[config.mk]
export PLATFORM = sky130hd
export DESIGN_NAME = ddrpc_pin_cell
export DESIGN_NICKNAME = d
export VERILOG_FILES = /design/src/logic/ddrpc_pkg.sv /design/src/logic/ddrpc_pin_cell.sv
export SDC_FILE = /design/constraint.sdc
export NUM_CORES = 1
export LEC_CHECK = 0
export ABC_AREA = 1
export ABC_CLOCK_PERIOD_IN_PS = 1900
export CAP_MARGIN = 20
export CORE_MARGIN = 2
export CORE_UTILIZATION = 28
export CTS_BUF_LIST = sky130_fd_sc_hd__clkbuf_8
export DETAILED_ROUTE_END_ITERATION = 8
export DONT_BUFFER_PORTS = 1
export PLACE_DENSITY = 0.46
export SLEW_MARGIN = 20
export SYNTH_ARGS = -nofsm -noshare
export SYNTH_HDL_FRONTEND = slang
export SYNTH_SLANG_ARGS = --single-unit
[constraint.sdc]
create_clock -name clock -period 1.9 [get_ports clock]
set_input_delay 0.475 -clock clock [delete_from_list [all_inputs] [get_ports clock]]
set_output_delay 0.475 -clock clock [all_outputs]
set_load 0.01 [all_outputs]
[src/logic/ddrpc_pkg.sv]
// Purpose: shared constants and types of the ddr pin cell
// Assumes: 32-bit ahb-lite register bus, one 40 MHz clock
// Notes: register offsets are byte addresses
package ddrpc_pkg;
  // ----------------------------------------------------------------
  // register map
  // ----------------------------------------------------------------
  localparam logic [7:0] ADDR_CTRL = 8'h00;
  localparam logic [7:0] ADDR_TX = 8'h04;
  localparam logic [7:0] ADDR_RX = 8'h08;
  localparam logic [7:0] ADDR_STAT = 8'h0C;
  localparam logic [15:0] CTRL_RESET = 16'h000C;
  localparam logic [1:0] HTRANS_NONSEQ = 2'h2;
  localparam logic [2:0] HSIZE_WORD = 3'h2;

  // ----------------------------------------------------------------
  // field layouts
  // ----------------------------------------------------------------
  localparam int INV_DQ = 0;
  localparam int INV_DQS = 1;
  localparam int INV_CEIN = 2;
  localparam int INV_CEOUT = 3;
  localparam int INV_OE = 4;
  localparam int FIFO_DEPTH = 2;
  localparam int PAIR_W = 2;

  typedef enum logic [1:0] {ROLE_GPIO, ROLE_DQ, ROLE_DQS} ddrpc_role_e;

  // bit 15 down to bit 0
  typedef struct packed {
    logic [1:0] role;
    logic sclr;
    logic [4:0] inv;
    logic initLevel;
    logic strobeCap;
    logic sideBank;
    logic oeActLow;
    logic inCe;
    logic outCe;
    logic oeReq;
    logic linkEn;
  } ddrpc_ctrl_s;

  // bit 8 down to bit 0
  typedef struct packed {
    logic linkClk;
    logic driving;
    logic dqsLevel;
    logic dqLevel;
    logic [1:0] rxCount;
    logic [1:0] txCount;
    logic overflow;
  } ddrpc_stat_s;
endpackage

[src/logic/ddrpc_pin_cell.sv]
// Purpose: double-data-rate pin cell with capture, launch and oe paths
// Assumes: link clock is clock/2, so each link phase is one cycle
// Notes: registers over ahb-lite; pin inputs pass two flip-flops
//
// What this block does
// - two capture registers sample on rising and falling link edges.
// - a latch holds the high-phase bit; both bits leave on one rising edge.
// - two output registers load on the rising edge; pin runs at twice rate.
// - pin carries first bit while link clock high, second while low.
// - bidirectional mode uses capture and launch paths on one pin.
// - oe register updates on the falling edge, driver off until then.
// - output clock enable defaults high; low makes registers hold.
// - tristate control active high by default, selectable active low.
// - dq, dqs, both clock enables and the oe request can be inverted before use.
// - strobe capture only on dq pins; strobe input only on dqs pins.
// - side-bank mode ignores the read strobe and uses the link clock.
// - output and oe registers share clock and enable; input has own.
// - reset clears to low; the synchronous clear loads the programmable level.
`timescale 1ns/1ps
`default_nettype none

// ------------------------------------------------------------------
// two-entry buffer
// ------------------------------------------------------------------
module ddrpc_fifo #(
  parameter int WIDTH = 2,
  parameter int DEPTH = 2
) (
  // clock and reset
  input wire logic clock,
  input wire logic rst,
  // fill side
  input wire logic inValid,
  output logic inReady,
  input wire logic [WIDTH-1:0] inData,
  // drain side
  output logic outValid,
  input wire logic outReady,
  output logic [WIDTH-1:0] outData,
  output logic [$clog2(DEPTH):0] count
);
  localparam int AW = (DEPTH > 1) ? $clog2(DEPTH) : 1;
  logic [WIDTH-1:0] mem [DEPTH];
  logic [AW-1:0] wp;
  logic [AW-1:0] rp;
  wire logic wr = inValid & inReady;
  wire logic rd = outValid & outReady;
  wire logic [AW-1:0] lastPtr = AW'(DEPTH - 1);

  assign inReady = count != ($clog2(DEPTH) + 1)'(DEPTH);
  assign outValid = count != '0;
  assign outData = mem[rp];

  always_ff @(posedge clock) begin
    if (wr) begin
      mem[wp] <= inData;
    end
  end

  always_ff @(posedge clock) begin
    if (rst) begin
      wp <= '0;
      rp <= '0;
      count <= '0;
    end else begin
      if (wr) begin
        wp <= (wp == lastPtr) ? '0 : wp + 1'b1;
      end
      if (rd) begin
        rp <= (rp == lastPtr) ? '0 : rp + 1'b1;
      end
      if (wr & ~rd) begin
        count <= count + 1'b1;
      end else if (rd & ~wr) begin
        count <= count - 1'b1;
      end
    end
  end
endmodule

// ------------------------------------------------------------------
// pin cell top
// ------------------------------------------------------------------
module ddrpc_pin_cell (
  // clock and reset
  input wire logic clock,
  input wire logic rst,
  // ahb-lite slave
  input wire logic hsel,
  input wire logic [31:0] haddr,
  input wire logic [1:0] htrans,
  input wire logic hwrite,
  input wire logic [2:0] hsize,
  input wire logic [31:0] hwdata,
  input wire logic hready,
  output logic hreadyout,
  output logic hresp,
  output logic [31:0] hrdata,
  // memory pins
  input wire logic dqIn,
  output logic dqOut,
  output logic dqOeN,
  input wire logic dqsIn,
  output logic linkClk
);
  ddrpc_pkg::ddrpc_ctrl_s ctrl;
  ddrpc_pkg::ddrpc_stat_s stat;
  logic pending;
  logic pendWrite;
  logic pendWord;
  logic [7:0] pendAddr;
  logic overflow;
  logic dqS1;
  logic dqS2;
  logic dqsS1;
  logic dqsS2;
  logic dqsD;
  logic outA;
  logic outB;
  logic riseReg;
  logic fallReg;
  logic heldHigh;
  logic pairReady;
  logic txInReady;
  logic txOutValid;
  logic [1:0] txData;
  logic [1:0] txCount;
  logic rxInReady;
  logic rxOutValid;
  logic [1:0] rxData;
  logic [1:0] rxCount;

  // ----------------------------------------------------------------
  // bus decode
  // ----------------------------------------------------------------
  wire logic addrTake = hsel & hready & (htrans == ddrpc_pkg::HTRANS_NONSEQ);
  wire logic selCtrl = pendAddr == ddrpc_pkg::ADDR_CTRL;
  wire logic selTx = pendAddr == ddrpc_pkg::ADDR_TX;
  wire logic selRx = pendAddr == ddrpc_pkg::ADDR_RX;
  wire logic selStat = pendAddr == ddrpc_pkg::ADDR_STAT;
  wire logic actWr = pending & pendWord & pendWrite;
  wire logic writeTx = actWr & selTx;
  // a full tx buffer stretches the data phase instead of losing the word
  wire logic stallTx = writeTx & ~txInReady;
  wire logic done = pending & ~stallTx;
  wire logic txPush = writeTx & txInReady;
  wire logic rxPop = pending & pendWord & ~pendWrite & selRx & rxOutValid;
  wire logic ctrlWrite = actWr & selCtrl;
  wire ddrpc_pkg::ddrpc_ctrl_s wctrl = ddrpc_pkg::ddrpc_ctrl_s'(hwdata[15:0]);
  wire logic sclrPulse = ctrlWrite & wctrl.sclr;
  wire logic ovfClear = actWr & selStat & hwdata[0];
  wire logic [31:0] readData = selCtrl ? {16'h0000, ctrl} :
                               selRx ? {23'h000000, rxOutValid, 6'h00, rxData} :
                               selStat ? {23'h000000, stat} : 32'h00000000;

  // ----------------------------------------------------------------
  // link timing and launch path
  // ----------------------------------------------------------------
  wire logic goHigh = ctrl.linkEn & ~linkClk;
  wire logic goLow = ctrl.linkEn & linkClk;
  wire logic ceOut = ctrl.outCe ^ ctrl.inv[ddrpc_pkg::INV_CEOUT];
  wire logic loadOut = goHigh & ceOut & txOutValid;
  wire logic next_outA = loadOut ? txData[1] : outA;
  wire logic next_outB = loadOut ? txData[0] : outB;
  wire logic next_dqOut = goHigh ? next_outA : (goLow ? outB : dqOut);
  wire logic oeCtl = ctrl.oeReq ^ ctrl.inv[ddrpc_pkg::INV_OE];
  wire logic driveReq = ctrl.oeActLow ? ~oeCtl : oeCtl;
  wire logic oeLoad = goLow & ceOut;
  wire logic cellClr = rst | sclrPulse;
  wire logic cellLevel = rst ? 1'b0 : ctrl.initLevel;

  // ----------------------------------------------------------------
  // capture path
  // ----------------------------------------------------------------
  wire logic dqLvl = dqS2 ^ ctrl.inv[ddrpc_pkg::INV_DQ];
  wire logic dqsLvl = dqsS2 ^ ctrl.inv[ddrpc_pkg::INV_DQS];
  wire logic dqsPrev = dqsD ^ ctrl.inv[ddrpc_pkg::INV_DQS];
  wire logic isDq = ctrl.role == ddrpc_pkg::ROLE_DQ;
  wire logic isDqs = ctrl.role == ddrpc_pkg::ROLE_DQS;
  wire logic strobeOk = ctrl.strobeCap & isDq & ~ctrl.sideBank;
  wire logic capRise = strobeOk ? (dqsLvl & ~dqsPrev) : goHigh;
  wire logic capFall = strobeOk ? (~dqsLvl & dqsPrev) : goLow;
  wire logic ceIn = ctrl.inCe ^ ctrl.inv[ddrpc_pkg::INV_CEIN];
  wire logic rxPush = capRise & ceIn & pairReady;
  wire logic ovfSet = rxPush & ~rxInReady;

  assign stat.linkClk = linkClk;
  assign stat.driving = ~dqOeN;
  assign stat.dqsLevel = isDqs & dqsLvl;
  assign stat.dqLevel = dqLvl;
  assign stat.rxCount = rxCount;
  assign stat.txCount = txCount;
  assign stat.overflow = overflow;

  ddrpc_fifo #(.WIDTH(ddrpc_pkg::PAIR_W), .DEPTH(ddrpc_pkg::FIFO_DEPTH)) txBuf (
    .clock(clock),
    .rst(rst),
    .inValid(txPush),
    .inReady(txInReady),
    .inData(hwdata[1:0]),
    .outValid(txOutValid),
    .outReady(loadOut),
    .outData(txData),
    .count(txCount)
  );

  ddrpc_fifo #(.WIDTH(ddrpc_pkg::PAIR_W), .DEPTH(ddrpc_pkg::FIFO_DEPTH)) rxBuf (
    .clock(clock),
    .rst(rst),
    .inValid(rxPush),
    .inReady(rxInReady),
    .inData({heldHigh, fallReg}),
    .outValid(rxOutValid),
    .outReady(rxPop),
    .outData(rxData),
    .count(rxCount)
  );

  // ----------------------------------------------------------------
  // bus slave
  // ----------------------------------------------------------------
  always_ff @(posedge clock) begin
    hresp <= 1'b0;
    if (rst) begin
      pending <= 1'b0;
      pendWrite <= 1'b0;
      pendWord <= 1'b0;
      pendAddr <= 8'h00;
      hreadyout <= 1'b1;
      hrdata <= 32'h00000000;
    end else if (addrTake) begin
      pending <= 1'b1;
      pendWrite <= hwrite;
      pendWord <= hsize == ddrpc_pkg::HSIZE_WORD;
      pendAddr <= haddr[7:0];
      hreadyout <= 1'b0;
    end else if (done) begin
      pending <= 1'b0;
      hreadyout <= 1'b1;
      hrdata <= readData;
    end
  end

  always_ff @(posedge clock) begin
    if (rst) begin
      ctrl <= ddrpc_pkg::CTRL_RESET;
      overflow <= 1'b0;
    end else begin
      if (ctrlWrite) begin
        ctrl <= wctrl;
        ctrl.sclr <= 1'b0;
      end
      // a drop in the clearing cycle keeps the flag
      if (ovfSet) begin
        overflow <= 1'b1;
      end else if (ovfClear) begin
        overflow <= 1'b0;
      end
    end
  end

  // ----------------------------------------------------------------
  // pin registers
  // ----------------------------------------------------------------
  always_ff @(posedge clock) begin
    if (rst) begin
      dqS1 <= 1'b0;
      dqS2 <= 1'b0;
      dqsS1 <= 1'b0;
      dqsS2 <= 1'b0;
      dqsD <= 1'b0;
      linkClk <= 1'b0;
    end else begin
      dqS1 <= dqIn;
      dqS2 <= dqS1;
      dqsS1 <= dqsIn;
      dqsS2 <= dqsS1;
      dqsD <= dqsS2;
      linkClk <= ctrl.linkEn & ~linkClk;
    end
  end

  always_ff @(posedge clock) begin
    if (cellClr) begin
      outA <= cellLevel;
      outB <= cellLevel;
      dqOut <= cellLevel;
      dqOeN <= 1'b1;
    end else begin
      outA <= next_outA;
      outB <= next_outB;
      dqOut <= next_dqOut;
      if (oeLoad) begin
        dqOeN <= ~driveReq;
      end
    end
  end

  // the sampled bit is the pin level two cycles before the capture edge
  always_ff @(posedge clock) begin
    if (cellClr) begin
      riseReg <= cellLevel;
      fallReg <= cellLevel;
      heldHigh <= cellLevel;
      pairReady <= 1'b0;
    end else if (ceIn) begin
      if (capRise) begin
        riseReg <= dqLvl;
        pairReady <= 1'b0;
      end else if (capFall) begin
        fallReg <= dqLvl;
        heldHigh <= riseReg;
        pairReady <= 1'b1;
      end
    end
  end
endmodule

`default_nettype wire

* After elaboration in Yosys (flattened, before gate mapping) *
Memories as Yosys holds them, arrays and structs flattened. A register that Yosys moved wholly into a read port is not among the register bits.
Index checks and enable logic that the tools add are counted.

word-level totals
  memories kept = 2
  output and inout port bits = 37
  bits in writable memories = 8
  register bits = 82

memory list
  name       words  bits a word  read ports  clocked after Yosys merged registers in  wr ports  RTL line              source
  rxBuf.mem  2      2            1           1                                        1         ddrpc_pin_cell.sv:43  logic [WIDTH-1:0] mem [DEPTH];
  txBuf.mem  2      2            1           1                                        1         ddrpc_pin_cell.sv:43

operators by class
  multiplexer cells = 49
  bitwise gates (word level) = 59
  reductions and logical operators = 17
  add/subtract/negate cells = 8
  equality and inequality tests = 10

operator list
  operator                                                            count
  1-bit two-way mux                                                   42
  1-bit AND                                                           36
  2-bit nonzero test                                                  11
  9-bit two-way mux                                                   2
  8-bit by 4-bit == test with 1-bit output, second input constant     2
  16-bit two-way mux                                                  1
  1-bit inverter                                                      16
  8-bit by 3-bit == test with 1-bit output, second input constant     1
  8-bit zero test                                                     1
  2-bit two-way mux                                                   4
  2-bit inequality test, second input constant                        3
  2-bit AND reduction                                                 3
  1-bit XOR                                                           6
  1-bit adder, second input constant                                  4
  2-bit by 1-bit adder with 2-bit output, second input constant       2
  2-bit == test, second input constant                                2
  2-bit by 1-bit subtractor with 2-bit output, second input constant  2
  3-bit by 2-bit == test with 1-bit output, second input constant     1
  3-bit AND reduction                                                 1
  3-bit nonzero test                                                  1
  2-bit by 1-bit == test with 1-bit output, second input constant     1
  1-bit OR                                                            1

* Depth between registers and ports, before layout *
Gate-level depths: netlist of run 1.

  depth after elaboration = 11
  gate-level depth with buffers = 12

* By module *
From an unflattened synthesis of run 1, not the netlist that was laid out.

unflattened totals
  cell total of the unflattened synthesis = 445
  area total of the unflattened synthesis = 3493.4 µm²

by module, submodules not included
  module          cells an instance  instances  area each (µm²)
  ddrpc_pin_cell  359                1          2702.6
  ddrpc_fifo      43                 2          395.4

* Worst setup path before layout of run 1 *
No wires, ideal clock.

  path kind = register to register
  start = register pendAddr[5]
  end = register rxBuf.count[1]
  path slack = 190 ps
  setup time = 122 ps
  required time = 1778 ps
  path buffers = 0
  stages on the path, launching flop included = 10
  data arrival time = 1588 ps
  cells stage by stage = dfxtp_1 -> nor2_2 -> nand3_4 -> nor2_1 -> nand3_1 -> ha_1 -> a21oi_1 -> o21ai_0 -> o21ai_0 -> a21oi_1

between the ends
  longest elaborated chain between the ends = 7
  elaborated cells on any way between the ends = 9
  those cells by class = eq/ne: 1; mux: 1; bitwise: 6; reduce/logical: 1

ends and longest elaborated chain
  element                                                  RTL line               source
  start: declaration                                       ddrpc_pin_cell.sv:111  logic [7:0] pendAddr;
  start signal: assignment                                 ddrpc_pin_cell.sv:235  pendAddr <= haddr[7:0];
  8-bit by 4-bit == test with 1-bit output (*)             ddrpc_pin_cell.sv:139  wire logic selRx = pendAddr == ddrpc_pkg::ADDR_RX;
  1-bit AND (*) (2 in series)                              ddrpc_pin_cell.sv:147  wire logic rxPop = pending & pendWord & ~pendWrite & selRx & rxOutValid;
  1-bit AND (*)                                            ddrpc_pin_cell.sv:47   wire logic rd = outValid & outReady;
  1-bit inverter                                           ddrpc_pin_cell.sv:72   if (wr & ~rd) begin
  1-bit AND                                                ddrpc_pin_cell.sv:72
  2-bit two-way mux or 2-bit nonzero test (tied branches)  n/a
  end signal: assignment                                   ddrpc_pin_cell.sv:73   count <= count + 1'b1;
  end signal: assignment                                   ddrpc_pin_cell.sv:75   count <= count - 1'b1;
  end: declaration                                         ddrpc_pin_cell.sv:40   output logic [$clog2(DEPTH):0] count

Every way passes the cells marked *; elsewhere a longest branch is shown, timed or not.
A chain may end at the register's enable or synchronous reset.

* Final worst setup path of run 1 *
  start = register pendAddr[0]
  end = register rxBuf.count[1]

Same word-level chain as after synthesis.

==> results of run 1 <==
## logic make-up after synthesis
logic type	synth area share
XOR/XNOR	0.0161
multiplexers	0.0103
AO/OA/AOI/OAI	0.120
adder cells (fa/ha/maj)	0.00766
AND/OR/NAND/NOR	0.232
buffers and inverters	0.113
flip-flops	0.500
other	0.00115
## per-layer routing
metal	vias to the layer above	GRT usage	share of wire
met5	-	0	0
met4	0	0.0610	0.021
met3	9	0.0316	0.043
met2	52	0.208	0.49
met1	1105	0.156	0.44
li1	1320	-	-
## sequential cells by signal (all words and copies together), names as in the netlist, 2 cells and up, named ones only
signal	cells
ctrl	15
hrdata	15
pendAddr	8
rxBuf.count	2
rxBuf.mem	4
txBuf.count	2
txBuf.mem	4
## final timing paths
| check | from | endpoint |
|---|---|---|
| min | rst | dqsS2 |
| max reg2reg | pendAddr[0] | rxBuf.count[1] |
| min reg2reg | dqsS1 | dqsS2 |
| max | pendAddr[0] | rxBuf.count[1] |
## critical path: cells and delay by family, from the launching register on
kind	cells	cell delay, ns
DFF	1	0.31
and+or+nand+nor	4	0.61
AOI/OAI and AO/OA	4	0.39
adders and majority gates	1	0.36
## what timing repair did
item                                    4_1_cts  5_1_grt
endpoints found under the setup margin        0        5
setup buffers                                 0        3
gates resized for setup                       0       12
## power by group through the flow
stage          Sequential (mW)  Clock [mW]  Combinational (mW)
6_report                  1.64        1.18               0.170
5_1_grt                   1.65        1.29               0.195
4_1_cts                   1.64        1.22               0.171
3_5_place_dp              1.68           0               0.170
3_3_place_gp              1.68           0               0.170
2_1_floorplan             1.68           0               0.157
## layout make-up
cell class                 count  area, um^2  area share
tap                          143         179      0.0487
inverter                      47         178      0.0484
timing repair buffer          21         158      0.0429
sequential                    75        1630       0.445
clock inverter                 7        58.8      0.0160
clock buffer                   9         124      0.0337
multi-input combinational    276        1340       0.365
## cell usage after synthesis (5+ instances only)
cell	instances	area [um^2]
sky130_fd_sc_hd__xor2_1	5	43.8
sky130_fd_sc_hd__nand2_1	94	353
sky130_fd_sc_hd__clkbuf_1	6	22.5
sky130_fd_sc_hd__inv_1	45	169
sky130_fd_sc_hd__edfxtp_1	13	390
sky130_fd_sc_hd__nor2_1	40	150
sky130_fd_sc_hd__nand3_1	23	115
sky130_fd_sc_hd__dfxtp_1	62	1240
sky130_fd_sc_hd__o21ai_0	41	205
sky130_fd_sc_hd__a21oi_1	28	140
sky130_fd_sc_hd__buf_4	19	143
## metrics by stage
step,util,hold WS [ns],setup TNS (ns)
2_1_floorplan,-,0.388,0
3_5_place_dp,0.302,0.398,0
5_1_grt,0.322,0.161,-0.0366
6_report,0.322,0.179,0
4_1_cts,0.318,0.159,0
3_3_place_gp,0.302,0.401,0
==> metrics.txt, run 1 <==
# TYPE chip_impl_metric gauge
chip_impl_metric{name="effective_utilization_at_floorplan",unit=""} 0.286
chip_impl_metric{name="core_region_area",unit="um^2"} 11400
chip_impl_metric{name="p_leak",unit="nW"} 1.55
chip_impl_metric{name="async_reset_ff_frac",unit=""} 0
chip_impl_info{name="holdCritPathClass",value="input pin to flop"} 1
chip_impl_metric{name="antenna_found_initial",unit=""} 0
chip_impl_metric{name="synth-seq-area-share",unit=""} 0.500
chip_impl_metric{name="first_iter_violations",unit=""} 98
chip_impl_metric{name="report.final.setup_viol",unit=""} 0
chip_impl_info{name="cp-end-kind",value="flop"} 1
chip_impl_metric{name="first_global_vias",unit=""} 2461
chip_impl_metric{name="diodes_inserted",unit=""} 0
chip_impl_metric{name="report.power.total",unit="mW"} 2.99
chip_impl_metric{name="via_count_normalized_by_instance_count",unit=""} 4.30
chip_impl_metric{name="avgSynthCellArea",unit="um^2"} 7.98
chip_impl_info{name="timing.setup.critical_path_class",value="flop to flop"} 1
chip_impl_metric{name="finalWorstPathRequiredPeriod",unit="ns"} 1.77
chip_impl_metric{name="route.detailed.drc",unit=""} 0
chip_impl_metric{name="internal-power",unit="mW"} 2.27
chip_impl_info{name="cp-start-kind",value="flop"} 1
chip_impl_info{name="layout.cells.most_common_list",value="92 x sky130_fd_sc_hd__nand2_1, 60 x sky130_fd_sc_hd__dfxtp_1, 43 x sky130_fd_sc_hd__inv_1"} 1
chip_impl_metric{name="netlist_instances",unit=""} 409
chip_impl_metric{name="ys_ff_latch",unit=""} 75
chip_impl_metric{name="count_of_max_cap_constraint_violations",unit=""} 0
chip_impl_metric{name="num_vias",unit=""} 2486
chip_impl_metric{name="timing.reg2reg.setup_slack",unit="ns"} 0.13
chip_impl_metric{name="r2r.worst_path.cells",unit=""} 9
chip_impl_metric{name="timing.final.hold_violations",unit=""} 0
chip_impl_metric{name="instances_no_fill",unit=""} 578
chip_impl_metric{name="cts_num_sinks",unit=""} 75
chip_impl_metric{name="final_wl",unit="mm"} 7.50
chip_impl_metric{name="finish.instance_area",unit="um^2"} 3670
chip_impl_metric{name="clk_pin_slew_worst_paths",unit="ns"} 0.07
chip_impl_metric{name="synth-edff-count",unit=""} 13
chip_impl_metric{name="num_rows",unit=""} 39
chip_impl_metric{name="finalMaxSlewViolations",unit=""} 0
chip_impl_metric{name="hpwlAfterDp",unit="mm"} 5.58
chip_impl_metric{name="cp_max_fo",unit=""} 3
chip_impl_metric{name="data_arrival_time_of_the_critical_path",unit="ns"} 2.02
chip_impl_metric{name="netSwitchingPower",unit="uW"} 719
chip_impl_metric{name="final_min_period_over_clock_period",unit=""} 0.932
chip_impl_metric{name="num-fill-cells",unit=""} 1256
chip_impl_metric{name="antenna_left",unit=""} 0
chip_impl_metric{name="net_switching_fraction_of_the_power",unit=""} 0.240
chip_impl_metric{name="fp.dieArea",unit="um^2"} 12500
chip_impl_metric{name="hold-path-cell-count",unit=""} 1
chip_impl_metric{name="comb_power_share",unit=""} 0.057
chip_impl_metric{name="grt_remaining_overflow",unit=""} 0
chip_impl_metric{name="synth.distinct_cells",unit=""} 31
chip_impl_metric{name="timing.final.ws_setup",unit="ns"} 0.130
chip_impl_metric{name="ys_warn_count",unit=""} 0
chip_impl_metric{name="dp.cells",unit=""} 559
chip_impl_info{name="layout.cells.most_common",value="sky130_fd_sc_hd__nand2_1"} 1
chip_impl_metric{name="fp.dieW",unit="um"} 112
chip_impl_metric{name="final_clock_skew",unit="ns"} 0.0111
chip_impl_metric{name="cts.path.max_buffers",unit=""} 2
chip_impl_metric{name="dr.pass1.iters",unit=""} 6
chip_impl_metric{name="cpPeakStageDelay",unit="ns"} 0.36
chip_impl_metric{name="placed_cell_area",unit="um^2"} 3450
chip_impl_metric{name="preCtsSetupSlack",unit="ns"} 0.0549
chip_impl_info{name="status",value="complete, no violations"} 1
chip_impl_metric{name="clockPowerShare",unit=""} 0.394
chip_impl_metric{name="gp_routability_congestion",unit=""} 0.836
chip_impl_metric{name="drive_gt1_frac",unit=""} 0.133
chip_impl_metric{name="seq_power_share",unit=""} 0.550
chip_impl_metric{name="numCtsBuffers",unit=""} 9
chip_impl_metric{name="pin_count",unit=""} 113
chip_impl_metric{name="syn_to_final_growth",unit="%"} 12.5
chip_impl_metric{name="clock_tree.htree_level_count",unit=""} 3
chip_impl_metric{name="grt_start_max_net_pins",unit=""} 20
chip_impl_metric{name="maxClockFrequency",unit="MHz"} 565
chip_impl_metric{name="track_usage",unit=""} 0.127
chip_impl_metric{name="fp.dieH",unit="um"} 112
chip_impl_info{name="yosys_most_used_dff",value="sky130_fd_sc_hd__dfxtp_1"} 1
chip_impl_metric{name="hold_buffers",unit=""} 0
chip_impl_metric{name="crit_required",unit="ns"} 2.15
chip_impl_metric{name="max-vdd-ir-drop",unit="mV"} 0.315
chip_impl_info{name="tritoncts_clock_tree",value="built"} 1
chip_impl_metric{name="io_buffers",unit=""} 0
chip_impl_metric{name="synth_area",unit="um^2"} 3260
chip_impl_info{name="crit_chain",value="nor2_1, nand3_1, nor2_1, nand3_1, ha_1, a21oi_2, o21ai_1, o21ai_1, a21oi_1"} 1
chip_impl_metric{name="grt_pass1_wl",unit="mm"} 12.2
chip_impl_info{name="crit_path_top_delay_cell",value="sky130_fd_sc_hd__ha_1"} 1
chip_impl_metric{name="layout.nets",unit=""} 508
chip_impl_info{name="cts.root.buffer_cell",value="sky130_fd_sc_hd__clkbuf_8"} 1
chip_impl_metric{name="route.detailed.wl_per_inst",unit="um"} 13.0
chip_impl_metric{name="clkLatencyLatePin",unit="ns"} 0.36
chip_impl_metric{name="power-per-cell-area",unit="nW/um^2"} 814
No activity file was read; power rests on OpenSTA's default activity.
==> inputs of run 2 (changes only) <==
- SYNTH_HIERARCHICAL: default -> 1
==> metrics.txt, run 2 <==
# TYPE chip_impl_metric gauge
chip_impl_metric{name="hpwlAfterDp",unit="mm"} 6.17
chip_impl_metric{name="cts.path.max_buffers",unit=""} 2
chip_impl_metric{name="synth_area",unit="um^2"} 3490
chip_impl_metric{name="io_buffers",unit=""} 0
chip_impl_metric{name="antenna_left",unit=""} 0
chip_impl_metric{name="num_rows",unit=""} 40
chip_impl_metric{name="maxClockFrequency",unit="MHz"} 575
chip_impl_metric{name="fp.dieH",unit="um"} 116
chip_impl_metric{name="numCtsBuffers",unit=""} 9
chip_impl_metric{name="netlist_instances",unit=""} 445
chip_impl_metric{name="finalWorstPathRequiredPeriod",unit="ns"} 1.74
chip_impl_metric{name="core_region_area",unit="um^2"} 12100
chip_impl_info{name="largest_registers",value="ctrl (15), hrdata (15), pendAddr (8)"} 1
chip_impl_metric{name="crit_required",unit="ns"} 2.15
chip_impl_info{name="holdCritPathClass",value="input pin to flop"} 1
chip_impl_metric{name="power-per-cell-area",unit="nW/um^2"} 856
chip_impl_info{name="cp-end-kind",value="flop"} 1
chip_impl_metric{name="timing.final.ws_setup",unit="ns"} 0.160
chip_impl_metric{name="cp_max_fo",unit=""} 3
chip_impl_metric{name="hold_buffers",unit=""} 0
chip_impl_metric{name="async_reset_ff_frac",unit=""} 0
chip_impl_metric{name="synth.distinct_cells",unit=""} 38
chip_impl_info{name="synth_top_cells_by_area",value="sky130_fd_sc_hd__dfxtp_1 36%, sky130_fd_sc_hd__edfxtp_1 11%, sky130_fd_sc_hd__nand2_1 10%"} 1
chip_impl_metric{name="layout.nets",unit=""} 540
chip_impl_metric{name="track_usage",unit=""} 0.127
chip_impl_info{name="post-synth-top-count-cell",value="sky130_fd_sc_hd__nand2_1"} 1
chip_impl_metric{name="clkLatencyLatePin",unit="ns"} 0.35
chip_impl_metric{name="report.final.setup_viol",unit=""} 0
chip_impl_metric{name="ys_warn_count",unit=""} 6
chip_impl_metric{name="route.detailed.wl_per_inst",unit="um"} 12.7
chip_impl_info{name="timing.setup.critical_path_class",value="flop to flop"} 1
chip_impl_metric{name="final_wl",unit="mm"} 8.08
chip_impl_metric{name="clock_tree.htree_level_count",unit=""} 3
chip_impl_metric{name="dr.pass1.iters",unit=""} 4
chip_impl_metric{name="final_min_period_over_clock_period",unit=""} 0.916
chip_impl_metric{name="first_iter_violations",unit=""} 110
chip_impl_metric{name="synth-seq-area-share",unit=""} 0.467
chip_impl_metric{name="p_leak",unit="nW"} 1.68
chip_impl_metric{name="synth_top_cell_area_share",unit=""} 0.355
chip_impl_metric{name="via_count_normalized_by_instance_count",unit=""} 4.21
chip_impl_metric{name="ys_ff_latch",unit=""} 75
chip_impl_metric{name="effective_utilization_at_floorplan",unit=""} 0.288
chip_impl_metric{name="num-fill-cells",unit=""} 1317
chip_impl_info{name="status",value="complete, no violations"} 1
chip_impl_metric{name="fin_hold_ws",unit="ns"} 0.198
chip_impl_metric{name="finalMaxSlewViolations",unit=""} 0
chip_impl_metric{name="dp.cells",unit=""} 618
chip_impl_metric{name="gp_routability_congestion",unit=""} 0.768
chip_impl_metric{name="final_clock_skew",unit="ns"} 0.00953
chip_impl_metric{name="clk_pin_slew_worst_paths",unit="ns"} 0.08
chip_impl_metric{name="synth-edff-count",unit=""} 13
chip_impl_metric{name="route.detailed.drc",unit=""} 0
chip_impl_metric{name="fp.dieW",unit="um"} 116
chip_impl_metric{name="pin_count",unit=""} 113
chip_impl_metric{name="count_of_max_cap_constraint_violations",unit=""} 0
chip_impl_metric{name="timing.final.hold_violations",unit=""} 0
chip_impl_info{name="tritoncts_clock_tree",value="built"} 1
chip_impl_metric{name="antenna_found_initial",unit=""} 0
chip_impl_metric{name="grt_remaining_overflow",unit=""} 0
chip_impl_metric{name="num_vias",unit=""} 2673
chip_impl_metric{name="report.power.total",unit="mW"} 3.43
chip_impl_metric{name="finalCoreUtilization",unit=""} 0.331
chip_impl_metric{name="preCtsSetupSlack",unit="ns"} 0.0709
chip_impl_metric{name="first_global_vias",unit=""} 2601
chip_impl_metric{name="diodes_inserted",unit=""} 0
chip_impl_info{name="cts.root.buffer_cell",value="sky130_fd_sc_hd__clkbuf_8"} 1
chip_impl_metric{name="grt_start_max_net_pins",unit=""} 19
chip_impl_info{name="cp-start-kind",value="flop"} 1
chip_impl_metric{name="max-vdd-ir-drop",unit="mV"} 0.274
chip_impl_metric{name="data_arrival_time_of_the_critical_path",unit="ns"} 1.99
chip_impl_metric{name="grt_pass1_wl",unit="mm"} 13.1
chip_impl_metric{name="drive_gt1_frac",unit=""} 0.186
chip_impl_info{name="synth.largest_area_cell",value="sky130_fd_sc_hd__dfxtp_1"} 1
chip_impl_metric{name="avgSynthCellArea",unit="um^2"} 7.85
chip_impl_metric{name="fp.dieArea",unit="um^2"} 13400
chip_impl_metric{name="cts_num_sinks",unit=""} 75
chip_impl_metric{name="syn_to_final_growth",unit="%"} 14.6
chip_impl_info{name="yosys-top-cells-count",value="96 x sky130_fd_sc_hd__nand2_1, 63 x sky130_fd_sc_hd__nor2_1, 62 x sky130_fd_sc_hd__dfxtp_1"} 1
chip_impl_info{name="layout.cells.most_common",value="sky130_fd_sc_hd__nand2_1"} 1
chip_impl_info{name="layout.cells.most_common_list",value="94 x sky130_fd_sc_hd__nand2_1, 61 x sky130_fd_sc_hd__nor2_1, 61 x sky130_fd_sc_hd__dfxtp_1"} 1
chip_impl_info{name="yosys_most_used_dff",value="sky130_fd_sc_hd__dfxtp_1"} 1
chip_impl_metric{name="instances_no_fill",unit=""} 635
## run 2: logic make-up (layout without fill, tap and decap cells)
logic type	Yosys count	after routing	synth area share
fa+ha+maj	2	2	0.00716
other cells	1	18	0.00107
simple gates	218	218	0.299
xor+xnor	5	5	0.0125
mux	4	4	0.0129
flops	75	75	0.467
buf+inv	80	85	0.113
compound gates	60	60	0.0874
## run 2: path summary, 6_finish.rpt
check	slack (ns)	end	cells past startpoint	from
max reg2reg	0.16	rxBuf/count[1]	13	pendAddr[1]
min	0.20	dqsS1	1	rst
min reg2reg	0.41	dqsS2	2	dqsS1
max	0.16	rxBuf/count[1]	13	pendAddr[1]
## run 2: report_power, final
part / total, mW / switching [mW] / internal [mW]
combinational: 0.197 / 0.136 / 0.0606
sequential: 1.65 / 0.0159 / 1.64
clock: 1.58 / 0.599 / 0.979
## run 2: critical path, stage by stage, from the launching register on
cell and delay, ns:
sky130_fd_sc_hd__dfxtp_1 0.34, sky130_fd_sc_hd__inv_1 0.08, sky130_fd_sc_hd__nand2_2 0.07, sky130_fd_sc_hd__nor2_1 0.13
sky130_fd_sc_hd__nand3_1 0.12, sky130_fd_sc_hd__nor3_2 0.12, sky130_fd_sc_hd__buf_4 0.15, sky130_fd_sc_hd__nand2_1 0.09
sky130_fd_sc_hd__ha_4 0.29, sky130_fd_sc_hd__inv_1 0.04, sky130_fd_sc_hd__nand3_1 0.07, sky130_fd_sc_hd__nand2_1 0.05
sky130_fd_sc_hd__inv_1 0.04, sky130_fd_sc_hd__nor2_1 0.03
## run 2: layout make-up
type                            count  area [um^2]  share of cell area
Sequential cell                    75         1630               0.408
Multi-Input combinational cell    307         1570               0.392
Tap cell                          168          210              0.0525
Inverter                           52          203              0.0506
Clock buffer                       12          165              0.0412
Timing Repair Buffer               17          128              0.0319
Clock inverter                      4         95.1              0.0238
## run 2: metrics by stage
step / instance area, um^2 / setup TNS (ns)
after floorplan: 3560 / 0
after global placement: 3690 / 0
after detailed placement: 3690 / 0
after CTS: 3960 / 0
after global routing: 4000 / -0.0145
final: 4000 / 0
## run 2: layer usage
| metal | part of all wire | track usage |
|---|---|---|
| met1 | 0.47 | 0.164 |
| met2 | 0.46 | 0.202 |
| met4 | 0.019 | 0.0540 |
| met3 | 0.049 | 0.0319 |
| met5 | 0 | 0 |
## run 2: repair_timing
item	CTS	global route
resized for setup	0	10
setup buffers	0	1
setup endpoints to repair	0	3
==> inputs of run 3 (changes only) <==
- PLACE_DENSITY: 0.46 -> default
==> metrics.txt, run 3 (synthesized netlist as in run 2, its figures left out) <==
# TYPE chip_impl_metric gauge
chip_impl_info{name="status",value="complete, no violations"} 1
chip_impl_metric{name="first_iter_violations",unit=""} 122
chip_impl_info{name="layout.cells.most_common_list",value="94 x sky130_fd_sc_hd__nand2_1, 59 x sky130_fd_sc_hd__nor2_1, 57 x sky130_fd_sc_hd__dfxtp_1"} 1
chip_impl_metric{name="final_wl",unit="mm"} 7.89
chip_impl_metric{name="clock_tree.htree_level_count",unit=""} 3
chip_impl_metric{name="num-fill-cells",unit=""} 1341
chip_impl_metric{name="report.final.setup_viol",unit=""} 0
chip_impl_metric{name="cts.path.max_buffers",unit=""} 2
chip_impl_metric{name="via_count_normalized_by_instance_count",unit=""} 4.35
chip_impl_metric{name="final_min_period_over_clock_period",unit=""} 0.914
chip_impl_metric{name="first_global_vias",unit=""} 2593
chip_impl_info{name="timing.setup.critical_path_class",value="flop to flop"} 1
chip_impl_metric{name="num_vias",unit=""} 2726
chip_impl_info{name="largest_registers",value="ctrl (15), hrdata (15), pendAddr (8)"} 1
chip_impl_info{name="layout.cells.most_common",value="sky130_fd_sc_hd__nand2_1"} 1
chip_impl_metric{name="grt_pass1_wl",unit="mm"} 12.6
chip_impl_metric{name="diodes_inserted",unit=""} 0
chip_impl_metric{name="cts_num_sinks",unit=""} 75
chip_impl_metric{name="track_usage",unit=""} 0.123
chip_impl_metric{name="fp.dieW",unit="um"} 116
chip_impl_metric{name="clk_pin_slew_worst_paths",unit="ns"} 0.09
chip_impl_metric{name="num_rows",unit=""} 40
chip_impl_metric{name="route.detailed.drc",unit=""} 0
chip_impl_metric{name="numCtsBuffers",unit=""} 9
chip_impl_metric{name="hold_buffers",unit=""} 0
chip_impl_metric{name="grt_remaining_overflow",unit=""} 0
chip_impl_metric{name="effective_utilization_at_floorplan",unit=""} 0.288
chip_impl_metric{name="maxClockFrequency",unit="MHz"} 576
chip_impl_metric{name="data_arrival_time_of_the_critical_path",unit="ns"} 2.02
chip_impl_metric{name="route.detailed.wl_per_inst",unit="um"} 12.6
chip_impl_metric{name="antenna_found_initial",unit=""} 0
chip_impl_metric{name="fp.dieArea",unit="um^2"} 13400
chip_impl_metric{name="power-per-cell-area",unit="nW/um^2"} 824
chip_impl_metric{name="pin_count",unit=""} 113
chip_impl_metric{name="grt_start_max_net_pins",unit=""} 19
chip_impl_info{name="cp-end-kind",value="flop"} 1
chip_impl_metric{name="totalNegativeSetupSlack",unit="ns"} 0
chip_impl_info{name="tritoncts_clock_tree",value="built"} 1
chip_impl_metric{name="finalMaxSlewViolations",unit=""} 0
chip_impl_info{name="cts.root.buffer_cell",value="sky130_fd_sc_hd__clkbuf_8"} 1
chip_impl_metric{name="max-vdd-ir-drop",unit="mV"} 0.293
chip_impl_metric{name="core_region_area",unit="um^2"} 12100
chip_impl_metric{name="gp_routability_congestion",unit=""} 0.840
chip_impl_metric{name="report.power.total",unit="mW"} 3.23
chip_impl_metric{name="count_of_max_cap_constraint_violations",unit=""} 0
chip_impl_metric{name="clkLatencyLatePin",unit="ns"} 0.36
chip_impl_metric{name="syn_to_final_growth",unit="%"} 12.1
chip_impl_metric{name="crit_required",unit="ns"} 2.18
chip_impl_metric{name="cp_max_fo",unit=""} 3
chip_impl_metric{name="dr.pass1.iters",unit=""} 4
chip_impl_metric{name="final_clock_skew",unit="ns"} 0.0140
chip_impl_metric{name="p_leak",unit="nW"} 1.63
chip_impl_metric{name="hpwlAfterDp",unit="mm"} 6.01
chip_impl_info{name="holdCritPathClass",value="input pin to flop"} 1
chip_impl_metric{name="timing.final.hold_violations",unit=""} 0
chip_impl_info{name="cp-start-kind",value="flop"} 1
chip_impl_metric{name="io_buffers",unit=""} 0
chip_impl_metric{name="antenna_left",unit=""} 0
chip_impl_metric{name="fp.dieH",unit="um"} 116
chip_impl_metric{name="layout.nets",unit=""} 532
chip_impl_metric{name="finalWorstPathRequiredPeriod",unit="ns"} 1.74
chip_impl_metric{name="drive_gt1_frac",unit=""} 0.187
chip_impl_metric{name="finalCoreUtilization",unit=""} 0.323
-- run 3: cell count changes in the layout (fill, tap and decap cells not counted), moves of 2 or more --
| cell | before | now |
|---|---|---|
| sky130_fd_sc_hd__buf_4 | 17 | 8 |
| sky130_fd_sc_hd__dfxtp_1 | 61 | 57 |
| sky130_fd_sc_hd__dfxtp_2 | 1 | 5 |
| sky130_fd_sc_hd__inv_2 | 8 | 11 |
| sky130_fd_sc_hd__clkbuf_8 | 12 | 10 |
| sky130_fd_sc_hd__clkinvlp_4 | 0 | 2 |
| sky130_fd_sc_hd__inv_1 | 39 | 37 |
| sky130_fd_sc_hd__nor2_1 | 61 | 59 |
| sky130_fd_sc_hd__nor2_2 | 6 | 8 |
-- run 3: through the flow --
stage	std cells	area [um^2]	hold slack (ns)	setup slack [ns]
final	627	3920	0.184	0.164
after CTS	627	3880	0.162	0.0587
after floorplan	462	3560	0.388	0.266
after global routing	627	3920	0.166	-0.00297
after global placement	611	3650	0.394	0.133
after detailed placement	611	3650	0.396	0.0850
-- run 3: what timing repair did --
| item | CTS | global route |
|---|---|---|
| endpoints found under the setup margin | 0 | 5 |
| buffers inserted | 0 | 0 |
| gates resized for setup | 0 | 18 |
-- run 3: worst paths after layout --
path / startpoint / endpoint / slack [ns] / cells past startpoint
setup reg to reg: ctrl[11] / txBuf/count[1] / 0.16 / 10
setup / recovery: ctrl[11] / txBuf/count[1] / 0.16 / 10
hold reg to reg: dqsS1 / dqsS2 / 0.41 / 2
hold / removal: rst / overflow / 0.18 / 1
-- run 3: layout make-up --
type,instances,area (um^2),share of cell area
flip-flops and latches,75,1640,0.418
multi-input cells,307,1560,0.397
clock inverters,6,88.8,0.0227
inverters,52,206,0.0527
repair buffers,9,80.1,0.0204
well taps,168,210,0.0537
clock buffers,10,138,0.0351
-- run 3: worst max-delay path, stage by stage (launching register included) --
cell                      delay, ns
sky130_fd_sc_hd__dfxtp_1       0.38
sky130_fd_sc_hd__xor2_1        0.31
sky130_fd_sc_hd__nand2_1       0.16
sky130_fd_sc_hd__inv_2         0.10
sky130_fd_sc_hd__nand2_1       0.06
sky130_fd_sc_hd__ha_1          0.30
sky130_fd_sc_hd__inv_1         0.09
sky130_fd_sc_hd__nand3_1       0.08
sky130_fd_sc_hd__nand2_1       0.06
sky130_fd_sc_hd__inv_1         0.03
sky130_fd_sc_hd__nor2_1        0.09
-- run 3: where the power goes --
group	total [mW]	leakage (nW)	switching (mW)	internal, mW
registers	1.65	0.627	0.0161	1.64
logic	0.192	0.884	0.135	0.0576
clock network	1.38	0.114	0.606	0.777
total	3.23	1.63	0.756	2.47
-- run 3: layer usage --
layer	wire (um)	vias up	GRT usage
met2	3690	86	0.198
met5	0	-	0
li1	-	1394	-
met3	682	14	0.0434
met1	3400	1232	0.151
met4	121	0	0.0476
